**src/include/sbac_map.vh**
```
`ifndef SBAC_MAP_VH
`define SBAC_MAP_VH

// ----------------------------------------------------------------
// Register indices (word addresses on the CSR port)
// ----------------------------------------------------------------
`define SBAC_IDX_CFG 16'h1c00
`define SBAC_IDX_DROP 16'h1c01
`define SBAC_IDX_PAUSE 16'h1c02
`define SBAC_IDX_RESUME 16'h1c03
`define SBAC_IDX_FLOOD 16'h1c04
`define SBAC_IDX_CNT0 16'h1c05

// ----------------------------------------------------------------
// Config field positions
// ----------------------------------------------------------------
`define SBAC_CFG_RED 0
`define SBAC_CFG_YEL 1
`define SBAC_CFG_EGR_LO 2
`define SBAC_CFG_EGR_HI 4
`define SBAC_CFG_FIXPRI 5
`define SBAC_CFG_CTEST 6
`define SBAC_CFG_W 7

// ----------------------------------------------------------------
// Reset values
// ----------------------------------------------------------------
`define SBAC_CFG_RST 7'h00
`define SBAC_DROP_LO_RST 8'h49
`define SBAC_DROP_HI_RST 8'h64
`define SBAC_PAUSE_LO_RST 8'h21
`define SBAC_PAUSE_HI_RST 8'h3c
`define SBAC_RESUME_LO_RST 8'h03
`define SBAC_RESUME_HI_RST 8'h07
`define SBAC_FLOOD_RST 8'h31
`define SBAC_CNT_RST 32'h00000000

// ----------------------------------------------------------------
// Constants
// ----------------------------------------------------------------
`define SBAC_ACTIVE_LVL 8'h24
`define SBAC_CNT_MAX 32'hffffffff
`define SBAC_CNT_TEST 32'h7ffffffc
`define SBAC_BUF_BYTES 128
`define SBAC_LVL_W 8

`endif

```
**src/sbac_drop_counter.v**
```verilog
`timescale 1ns/1ps
`include "sbac_map.vh"

module sbac_drop_counter (
  input wire clk_sys,
  input wire rst,
  input wire drop,
  input wire rd_clr,
  input wire test_mode,
  output reg [31:0] count_reg
);

  reg [31:0] count_next;

  // Read-clear wins only for the value already read; a drop in the
  // same cycle is counted on top so it is not lost.
  always @* begin
    count_next = count_reg;
    if (rd_clr) begin
      if (test_mode) begin
        count_next = `SBAC_CNT_TEST;
      end else begin
        count_next = `SBAC_CNT_RST;
      end
    end
    if (drop && count_next != `SBAC_CNT_MAX) begin
      count_next = count_next + 32'h00000001;
    end
  end

  always @(posedge clk_sys or posedge rst) begin
    if (rst) begin
      count_reg <= `SBAC_CNT_RST;
    end else begin
      count_reg <= count_next;
    end
  end

endmodule

```
**src/sbac_top.v**
```verilog
// Behaviour
// Counter test bit set: a read loads 7FFF_FFFC instead of zero.
// Queue service bit one: fixed priority; zero: weighted round robin.
// Egress pacing enable field bits 4:2 map to ports 2,1,0.
// Yellow discard enable: yellow packets subject to random discard.
// Red discard enable: every red packet is discarded.
// A port is active when it holds at least 36 buffers.
// All levels and limits count 128-byte buffers.
// Two or three ports active: per-port cap is low drop limit.
// One port active: per-port cap is high drop limit.
// Pause when usage reaches pause threshold, low or high by activity.
// Resume pause frame when usage falls to resume threshold.
// Flood traffic total buffers capped at broadcast drop level.
// 32-bit counter counts port 0 buffer manager drops.
// Reading port 0 counter returns value, then clears it.
// Drop counter saturates at all ones.
// Packet exceeding its port drop limit is dropped and counted.
// Reserved bits read zero; writes to them ignored.
`timescale 1ns/1ps
`include "sbac_map.vh"

module sbac_top (
  input wire clk_sys,
  input wire rst,
  // CSR port, word-indexed
  input wire csr_wr,
  input wire csr_rd,
  input wire [15:0] csr_addr,
  input wire [31:0] csr_wdata,
  output reg [31:0] csr_rdata_reg,
  // Buffer usage per ingress port, flood total
  input wire [23:0] port_used,
  input wire [7:0] flood_used,
  // Admission request per port
  input wire [2:0] adm_req,
  input wire [2:0] adm_flood,
  input wire [2:0] adm_yellow,
  input wire [2:0] adm_red,
  input wire [2:0] adm_rand_hit,
  output reg [2:0] adm_drop_reg,
  output reg [2:0] adm_accept_reg,
  // Flow control
  output reg [2:0] fc_pause_reg,
  output reg [2:0] fc_resume_reg,
  output reg [2:0] fc_hold_reg,
  // Static controls, port 0 drop count
  output reg [2:0] egress_pace_en_reg,
  output reg fixed_prio_reg,
  output reg [31:0] drop_cnt0_reg
);

  // ----------------------------------------------------------------
  // Configuration registers
  // ----------------------------------------------------------------
  reg [`SBAC_CFG_W-1:0] cfg_reg;
  reg [7:0] drop_lo_reg;
  reg [7:0] drop_hi_reg;
  reg [7:0] pause_lo_reg;
  reg [7:0] pause_hi_reg;
  reg [7:0] resume_lo_reg;
  reg [7:0] resume_hi_reg;
  reg [7:0] flood_cap_reg;

  wire wr_cfg = csr_wr && (csr_addr == `SBAC_IDX_CFG);
  wire wr_drop = csr_wr && (csr_addr == `SBAC_IDX_DROP);
  wire wr_pause = csr_wr && (csr_addr == `SBAC_IDX_PAUSE);
  wire wr_resume = csr_wr && (csr_addr == `SBAC_IDX_RESUME);
  wire wr_flood = csr_wr && (csr_addr == `SBAC_IDX_FLOOD);
  wire rd_cnt0 = csr_rd && (csr_addr == `SBAC_IDX_CNT0);

  always @(posedge clk_sys or posedge rst) begin
    if (rst) begin
      cfg_reg <= `SBAC_CFG_RST;
      drop_lo_reg <= `SBAC_DROP_LO_RST;
      drop_hi_reg <= `SBAC_DROP_HI_RST;
      pause_lo_reg <= `SBAC_PAUSE_LO_RST;
      pause_hi_reg <= `SBAC_PAUSE_HI_RST;
      resume_lo_reg <= `SBAC_RESUME_LO_RST;
      resume_hi_reg <= `SBAC_RESUME_HI_RST;
      flood_cap_reg <= `SBAC_FLOOD_RST;
    end else begin
      // Only implemented bits are stored
      if (wr_cfg) begin
        cfg_reg <= csr_wdata[`SBAC_CFG_W-1:0];
      end
      if (wr_drop) begin
        drop_lo_reg <= csr_wdata[15:8];
        drop_hi_reg <= csr_wdata[7:0];
      end
      if (wr_pause) begin
        pause_lo_reg <= csr_wdata[15:8];
        pause_hi_reg <= csr_wdata[7:0];
      end
      if (wr_resume) begin
        resume_lo_reg <= csr_wdata[15:8];
        resume_hi_reg <= csr_wdata[7:0];
      end
      if (wr_flood) begin
        flood_cap_reg <= csr_wdata[7:0];
      end
    end
  end

  // ----------------------------------------------------------------
  // Read path
  // ----------------------------------------------------------------
  reg [31:0] rdata_next;
  wire [31:0] cnt0;

  always @* begin
    rdata_next = 32'h00000000;
    case (csr_addr)
      `SBAC_IDX_CFG: rdata_next = {25'h0000000, cfg_reg};
      `SBAC_IDX_DROP: rdata_next = {16'h0000, drop_lo_reg, drop_hi_reg};
      `SBAC_IDX_PAUSE: rdata_next = {16'h0000, pause_lo_reg, pause_hi_reg};
      `SBAC_IDX_RESUME:
        rdata_next = {16'h0000, resume_lo_reg, resume_hi_reg};
      `SBAC_IDX_FLOOD: rdata_next = {24'h000000, flood_cap_reg};
      `SBAC_IDX_CNT0: rdata_next = cnt0;
      default: rdata_next = 32'h00000000;
    endcase
  end

  always @(posedge clk_sys or posedge rst) begin
    if (rst) begin
      csr_rdata_reg <= 32'h00000000;
    end else if (csr_rd) begin
      csr_rdata_reg <= rdata_next;
    end
  end

  // ----------------------------------------------------------------
  // Port activity and threshold selection
  // ----------------------------------------------------------------
  // Levels are in 128-byte buffers throughout; no byte math here.
  wire [2:0] active;
  wire [1:0] n_active = {1'b0, active[0]} + {1'b0, active[1]} +
                        {1'b0, active[2]};
  wire multi = (n_active >= 2'd2);
  wire [7:0] drop_lim = multi ? drop_lo_reg : drop_hi_reg;
  wire [7:0] pause_lim = multi ? pause_lo_reg : pause_hi_reg;
  wire [7:0] resume_lim = multi ? resume_lo_reg : resume_hi_reg;

  wire red_en = cfg_reg[`SBAC_CFG_RED];
  wire yel_en = cfg_reg[`SBAC_CFG_YEL];
  wire flood_full = (flood_used >= flood_cap_reg);
  wire [2:0] drop_now;

  // ----------------------------------------------------------------
  // Per-port admission and flow control
  // ----------------------------------------------------------------
  genvar gi;
  generate
    for (gi = 0; gi < 3; gi = gi + 1) begin : g_port
      wire [7:0] used = port_used[gi*8 +: 8];
      assign active[gi] = (used >= `SBAC_ACTIVE_LVL);
      // Taking one more buffer must not pass the limit
      wire over = (used >= drop_lim);
      wire flood_over = adm_flood[gi] && flood_full;
      wire red_drop = red_en && adm_red[gi];
      wire yel_drop = yel_en && adm_yellow[gi] &&
                      adm_rand_hit[gi];
      assign drop_now[gi] = adm_req[gi] &&
                            (over || flood_over || red_drop || yel_drop);

      always @(posedge clk_sys or posedge rst) begin
        if (rst) begin
          adm_drop_reg[gi] <= 1'b0;
          adm_accept_reg[gi] <= 1'b0;
          fc_pause_reg[gi] <= 1'b0;
          fc_resume_reg[gi] <= 1'b0;
          fc_hold_reg[gi] <= 1'b0;
        end else begin
          adm_drop_reg[gi] <= drop_now[gi];
          adm_accept_reg[gi] <= adm_req[gi] && !drop_now[gi];
          // Pause once on reaching level, resume once on falling back
          if (!fc_hold_reg[gi] && used >= pause_lim) begin
            fc_hold_reg[gi] <= 1'b1;
            fc_pause_reg[gi] <= 1'b1;
            fc_resume_reg[gi] <= 1'b0;
          end else if (fc_hold_reg[gi] && used <= resume_lim) begin
            fc_hold_reg[gi] <= 1'b0;
            fc_pause_reg[gi] <= 1'b0;
            fc_resume_reg[gi] <= 1'b1;
          end else begin
            fc_pause_reg[gi] <= 1'b0;
            fc_resume_reg[gi] <= 1'b0;
          end
        end
      end
    end
  endgenerate

  // ----------------------------------------------------------------
  // Static control outputs
  // ----------------------------------------------------------------
  always @(posedge clk_sys or posedge rst) begin
    if (rst) begin
      egress_pace_en_reg <= 3'h0;
      fixed_prio_reg <= 1'b0;
    end else begin
      // Bit 4 is port 2, bit 2 is port 0
      egress_pace_en_reg <=
        cfg_reg[`SBAC_CFG_EGR_HI:`SBAC_CFG_EGR_LO];
      fixed_prio_reg <= cfg_reg[`SBAC_CFG_FIXPRI];
    end
  end

  // ----------------------------------------------------------------
  // Port 0 drop counter
  // ----------------------------------------------------------------
  sbac_drop_counter u_cnt0 (
    .clk_sys(clk_sys),
    .rst(rst),
    .drop(drop_now[0]),
    .rd_clr(rd_cnt0),
    .test_mode(cfg_reg[`SBAC_CFG_CTEST]),
    .count_reg(cnt0)
  );

  always @(posedge clk_sys or posedge rst) begin
    if (rst) begin
      drop_cnt0_reg <= `SBAC_CNT_RST;
    end else begin
      drop_cnt0_reg <= cnt0;
    end
  end

endmodule

```
**config.mk**
```make
export PLATFORM = sky130hd
export DESIGN_NAME = sbac_top
export DESIGN_NICKNAME = d
export VERILOG_FILES = /design/src/sbac_drop_counter.v /design/src/sbac_top.v
export VERILOG_INCLUDE_DIRS = /design/src /design/src/include
export SDC_FILE = /design/constraint.sdc
export NUM_CORES = 1
export LEC_CHECK = 0
export ABC_CLOCK_PERIOD_IN_PS = 4600
export BUFFER_PORTS_ARGS = -buffer_cell sky130_fd_sc_hd__clkbuf_2
export CAP_MARGIN = 20
export CELL_PAD_IN_SITES_DETAIL_PLACEMENT = 0
export CELL_PAD_IN_SITES_GLOBAL_PLACEMENT = 1
export CORE_MARGIN = 8
export CORE_UTILIZATION = 46
export CTS_BUF_LIST = sky130_fd_sc_hd__clkbuf_2
export DETAILED_ROUTE_END_ITERATION = 10
export PLACE_DENSITY = 0.82
export SLEW_MARGIN = 20
export SYNTH_ARGS = -nofsm -noshare
export SYNTH_HDL_FRONTEND = slang
export SYNTH_HIERARCHICAL = 1
export SYNTH_SLANG_ARGS = --single-unit
```
**constraint.sdc**
```tcl
create_clock -name clk_sys -period 4.6 [get_ports clk_sys]
set_input_delay 0 -clock clk_sys [delete_from_list [all_inputs] [get_ports clk_sys]]
set_output_delay 0 -clock clk_sys [all_outputs]
set_load 0.03 [all_outputs]
```
# Word-level counts from Yosys, hierarchy flattened
# Index checks and enable logic that the tools add are counted.
# W data, S select, Z words.
# classes
magnitude_cmp	14
mux	22
reduce_logical	49
eq_ne	7
addsub	3
# ops
cell	count
$pmux W32 S6	1
$eq A16 B13 Y1 const B	6
$mux W32	2
$ge A8 B8 Y1	7
$add A32 B1 Y32 const B	1
$ne A32 B32 Y1 const B	1
$logic_and A1 B1 Y1	31
$mux W31	1
$ge A8 B6 Y1 const B	3
$le A8 B8 Y1	3
$mux W8	3
$mux W1	15
$logic_or A1 B1 Y1	9
$logic_not A1 Y1	6
$reduce_bool A2 Y1	3
$add A1 B1 Y2	1
$add A2 B1 Y2	1
$ge A2 B2 Y1 const B	1
# totals
inputBits	99
reg_bits	178

# Depth between registers and ports, before layout
# depth
depth_word	12
mapped_depth	22
depth_no_buf	18

# By module
# The synthesis kept the hierarchy.
# by_module_without_submodules
module	area_per_inst_um2	n_inst	cells_per_inst	seq_area_each_um2
sbac_top	7542.2	1	608	3678.5
sbac_drop_counter	2222.1	1	252	800.8

# Worst setup path before layout
# Ideal clock, no wire load.
# synth_path
path_kind	input-to-reg
startpoint	input port port_used[4]
endpoint	register u_cnt0.count_reg[20]
setup_ps	129
arrival_ps	3956
path_slack_ps	515
path_buffers	3
path_stages	21
path_cell_list	o31ai_1 nand2_1 ha_1 o311a_1 or3_1 clkbuf_1 buf_1 mux2i_1 ha_1 a21oi_1 nor2b_1 o211ai_1 o211ai_1 a31oi_1 nor2b_1 and2_1 clkbuf_1 o21ai_1 a2111oi_4 mux2i_1 nand3_1
# synth_via
elab_chain_len	12
# synth_lines
item	line_no	rtl
start: declaration	sbac_top.v:32	input wire [23:0] port_used,
$ge A8 B6 Y1 (no line)	--	
$add A1 B1 Y2	sbac_top.v:137	wire [1:0] n_active = {1'b0, active[0]} + {1'b0, active[1]} +
$add A2 B1 Y2	sbac_top.v:137	
$ge A2 B2 Y1	sbac_top.v:139	wire multi = (n_active >= 2'd2);
$mux W8	sbac_top.v:140	wire [7:0] drop_lim = multi ? drop_lo_reg : drop_hi_reg;
$ge A8 B8 Y1 *	sbac_top.v:158	wire over = (used >= drop_lim);
$logic_or A1 B1 Y1 * (3 in series)	sbac_top.v:164	(over || flood_over || red_drop || yel_drop);
$logic_and A1 B1 Y1 *	sbac_top.v:163	assign drop_now[gi] = adm_req[gi] &&
net drop_now[0]	sbac_top.v:147	wire [2:0] drop_now;
$logic_and A1 B1 Y1 (no line) *	--	
$mux W32 *	sbac_drop_counter.v:26	if (drop && count_next != `SBAC_CNT_MAX) begin
net u_cnt0.count_next[20]	sbac_drop_counter.v:13	reg [31:0] count_next;
end signal: assignment	sbac_drop_counter.v:33	count_reg <= `SBAC_CNT_RST;
end signal: assignment	sbac_drop_counter.v:35	count_reg <= count_next;
end: declaration	sbac_drop_counter.v:10	output reg [31:0] count_reg
# The timed path passes the listed nets; every way through them passes the cells marked *.
# A chain may end at the register's enable or synchronous reset.

# Final worst setup path
# layout_path
startpoint	input port port_used[20]
endpoint	register adm_accept_reg[2]
# layout_via
elab_chain_len	11
# layout_lines
item	line_no	rtl
$ge A8 B6 Y1 (no line)	--	
$add A2 B1 Y2	sbac_top.v:137	
$ge A2 B2 Y1	sbac_top.v:139	
$mux W8	sbac_top.v:140	
$ge A8 B8 Y1 *	sbac_top.v:158	
$logic_or A1 B1 Y1 * (3 in series)	sbac_top.v:164	
$logic_and A1 B1 Y1 *	sbac_top.v:163	
$logic_not A1 Y1 *	sbac_top.v:175	adm_accept_reg[gi] <= adm_req[gi] && !drop_now[gi];
$logic_and A1 B1 Y1 *	sbac_top.v:175	
end signal: indexed assignment	sbac_top.v:175	
end: declaration	sbac_top.v:41	output reg [2:0] adm_accept_reg,
# Mark *: on every way between the ends. The rest lies on a longest branch, timed or not.

==> metrics <==
worst min-delay path category in2reg; clock latency on the worst-skew pair 0.81 ns; unrepaired setup endpoints after global routing no; Clock transition at path regs 0.33 ns; NetSw 1.16 mW; setup TNS 0 ns; Tightest Pin Transition 0.954 ns; clock skew 0.0581 ns; worst r2r path cells 15; total gr overflow 0; CP Max Fanout 22; CP Capture Type flop; Area contributors post-synth dfrtp_1, ha_1, mux2_2, dfstp_2, nand2_1; Mapped Area 9760 um^2; most frequent cells in the layout clkbuf_2, dfrtp_1, dlygate4sd3_1; Synth Register Bits 178; vias in the first global route 8121; status finished, final reports clean; Layout Nets 1279; WP data required 5.34 ns; wire length per cell 20.9 um; Tcrit/Tclk final 96.1%; Final Util 57.6%; WP depth 18; PD cells 272 nW/um^2; crit path DAT 5.16 ns; DRT antenna net count 0; CP cell instances dlygate4sd3_1 > clkbuf_2 > o31ai_1 > nand2_1 > ha_1 > o311a_1 > or3_4 > buf_12 > mux2i_4 > ha_4 > a221o_1 > a31oi_1 > dlygate4sd3_1 > o211ai_1 > dlygate4sd3_1 > a31oi_2 > dlygate4sd3_1 > and2_1; Synth top area share 40.5%; min Tclk post-route 4.42 ns; Pre-Repair DR Iteration Count 7; Int Pwr 2.13 mW; ys async rst share 100%; Post-synth EDFFs 0; P_leak 5.80 nW; total CTS buffers 17; vias 8052; clock group share of total power 26.8%; core area 21000 um^2; Longest Clk Path Bufs 2; WHS Endpoint drop_hi_reg[7]; Layout area overhead 23.7%; Post-Syn Area per Cell 11.4 um^2; Initial Util 46.6%; first-pass GRT wire length 45.6 mm; sequential share of power 53.4%; power consumption 3.28 mW; top_reg_cell synth dfrtp_1; critical path class in2reg; final worst setup slack 0.178 ns; hpwl dp 21.3 mm; leading area contributor after synthesis dfrtp_1; Worst VDD drop 0.000150 V; Routability Congestion 0.924; hold path cells 3; initial antenna violation count 2; residual DRC count 0; CP startpoint kind input pin; Max-slew headroom 36.4%; max-slew violation count 0; worst flop-to-flop path startpoint flood_cap_reg[5]; sequential area share after synthesis 45.9%; Comb pwr share 19.8%; CTS tree yes; Vias/cell 5.78; Crit path top cell by count dlygate4sd3_1; Place WS 0.179 ns; final hold vios 0; final WL 29.1 mm; final setup fails 0; Initial DRC Count 583; Max-Cap Viols 0; Buf+Inv Stages, Crit Path 6; root buffer cell clkbuf_2; slowest stage delay, CP 0.59 ns; Top Ports 182; CTS HTree Levels 4; Reg-to-Reg End u_cnt0/count_reg[13]; clock sinks 178; Sw Share 35.2%; Die Height 162 um; Hold Crit Start csr_wdata[7]; post-synthesis cell type count 74; Ys Warns 6; slowest stage cell, crit path dlygate4sd3_1; Post-CTS Setup Bufs 0; Mapped Cells 860; CP top delay family buffers and inverters; full die area 26100 um^2; Die Span X 162 um; GRT Overall Usage 22.2%; pin count of the biggest net entering global routing 107; commonest non-fill, non-tap cell in the layout clkbuf_2; I/O Buffers 165; reg-to-reg slack, setup 1.00 ns; synthesized net count 1035; layout cells sized above 1 29.1%; num rows 53; Fmax 0.226 GHz
[worst max-delay path by stage]
stage / start / endpoint / slack (ns)
after floorplan: port_used[4] / u_cnt0/count_reg[20] / 0.52
after global placement: port_used[20] / u_cnt0/count_reg[20] / 0.23
after detailed placement: port_used[4] / u_cnt0/count_reg[28] / 0.18
after CTS: port_used[20] / u_cnt0/count_reg[16] / 0.009
after global routing: port_used[3] / u_cnt0/count_reg[13] / 0.01
final: port_used[20] / adm_accept_reg[2] / 0.18
[metal layers]
metal | up-vias | wire length [um] | global-route usage, % | part of all wire (%)
met3 | 36 | 1890 | 4.20 | 6.5
li1 | 3776 | - | - | -
met2 | 272 | 13500 | 35.3 | 47
met4 | 0 | 514 | 5.89 | 1.8
met5 | - | 0 | 0 | 0
met1 | 3968 | 13100 | 30.5 | 45
[worst register-to-register path, stage by stage (launching register included)]
cell and delay, ns:
dfstp_2 0.62, inv_1 0.05, ha_1 0.30, a211oi_1 0.21, nand3_1 0.09, a21oi_1 0.29
o211ai_1 0.15, dlygate4sd3_1 0.58, a31oi_2 0.19, nor2b_2 0.09, buf_4 0.15, and2_1 0.21
nand3_2 0.12, a21oi_1 0.09, a31o_1 0.24, a31oi_1 0.18
[synthesized netlist by cell type (4+ instances only)]
cell type and count:
mux2i_1 22, and4_1 5, nor2_1 28, buf_6 4
o2bb2ai_1 20, nand2_1 62, nand3_1 29, a21o_1 20
mux2_2 57, dfstp_2 20, dfrtp_1 158, o31ai_1 9
nor3_1 8, a21oi_1 19, o21a_1 11, mux2_1 10
nand2b_1 9, a222oi_1 15, and3_1 15, ha_1 76
nor2b_1 22, a32oi_1 8, buf_2 10, a221oi_1 8
nor4_4 4, and4b_1 7, a211oi_1 6, and2_1 13
a31oi_1 17, nand4_1 20, xnor2_1 7, o211ai_1 9
inv_1 25, o21ai_0 21, clkbuf_1 21
[per-stage QoR]
| stage | cell area (um^2) | cells | hold WS (ns) |
|---|---|---|---|
| floorplan | 9760 | 860 | 0.116 |
| global placement | 10900 | 1276 | 0.177 |
| detailed placement | 10900 | 1276 | 0.181 |
| CTS | 12000 | 1391 | 0.000883 |
| global route | 12100 | 1393 | 0.0182 |
| finish | 12100 | 1393 | 0.0496 |
[power groups by stage]
stage | sequential [mW] | combinational (mW) | clock [mW]
4_1_cts | 1.75 | 0.642 | 0.898
5_1_grt | 1.76 | 0.708 | 0.956
2_1_floorplan | 1.86 | 0.251 | 0
3_5_place_dp | 1.78 | 0.562 | 0
6_report | 1.75 | 0.651 | 0.879
3_3_place_gp | 1.77 | 0.556 | 0
[kinds of logic after synthesis]
logic type / synth area share (%)
buffers and inverters: 3.02
muxes: 9.98
DFF: 45.9
adders and majority gates: 10.0
and+or+nand+nor: 15.2
xor gates and xnor gates: 0.897
AOI/OAI and AO/OA: 15.0
[final cells by class]
type                       instances  area, um^2
clock buffer                      17        85.1
tap                              275         344
fill                            1808        8880
antenna                            1        2.50
clock inverter                    15         198
multi-input combinational        617        5050
timing repair buffer             265        1810
sequential                       178        4480
inverter                          25        98.8
[repair_timing]
action	in CTS	in global routing
hold endpoints to repair	256	0
setup endpoints to repair	0	28
hold buffers	83	0
gates resized for setup	0	14
Power figures use the tool's default switching activity.
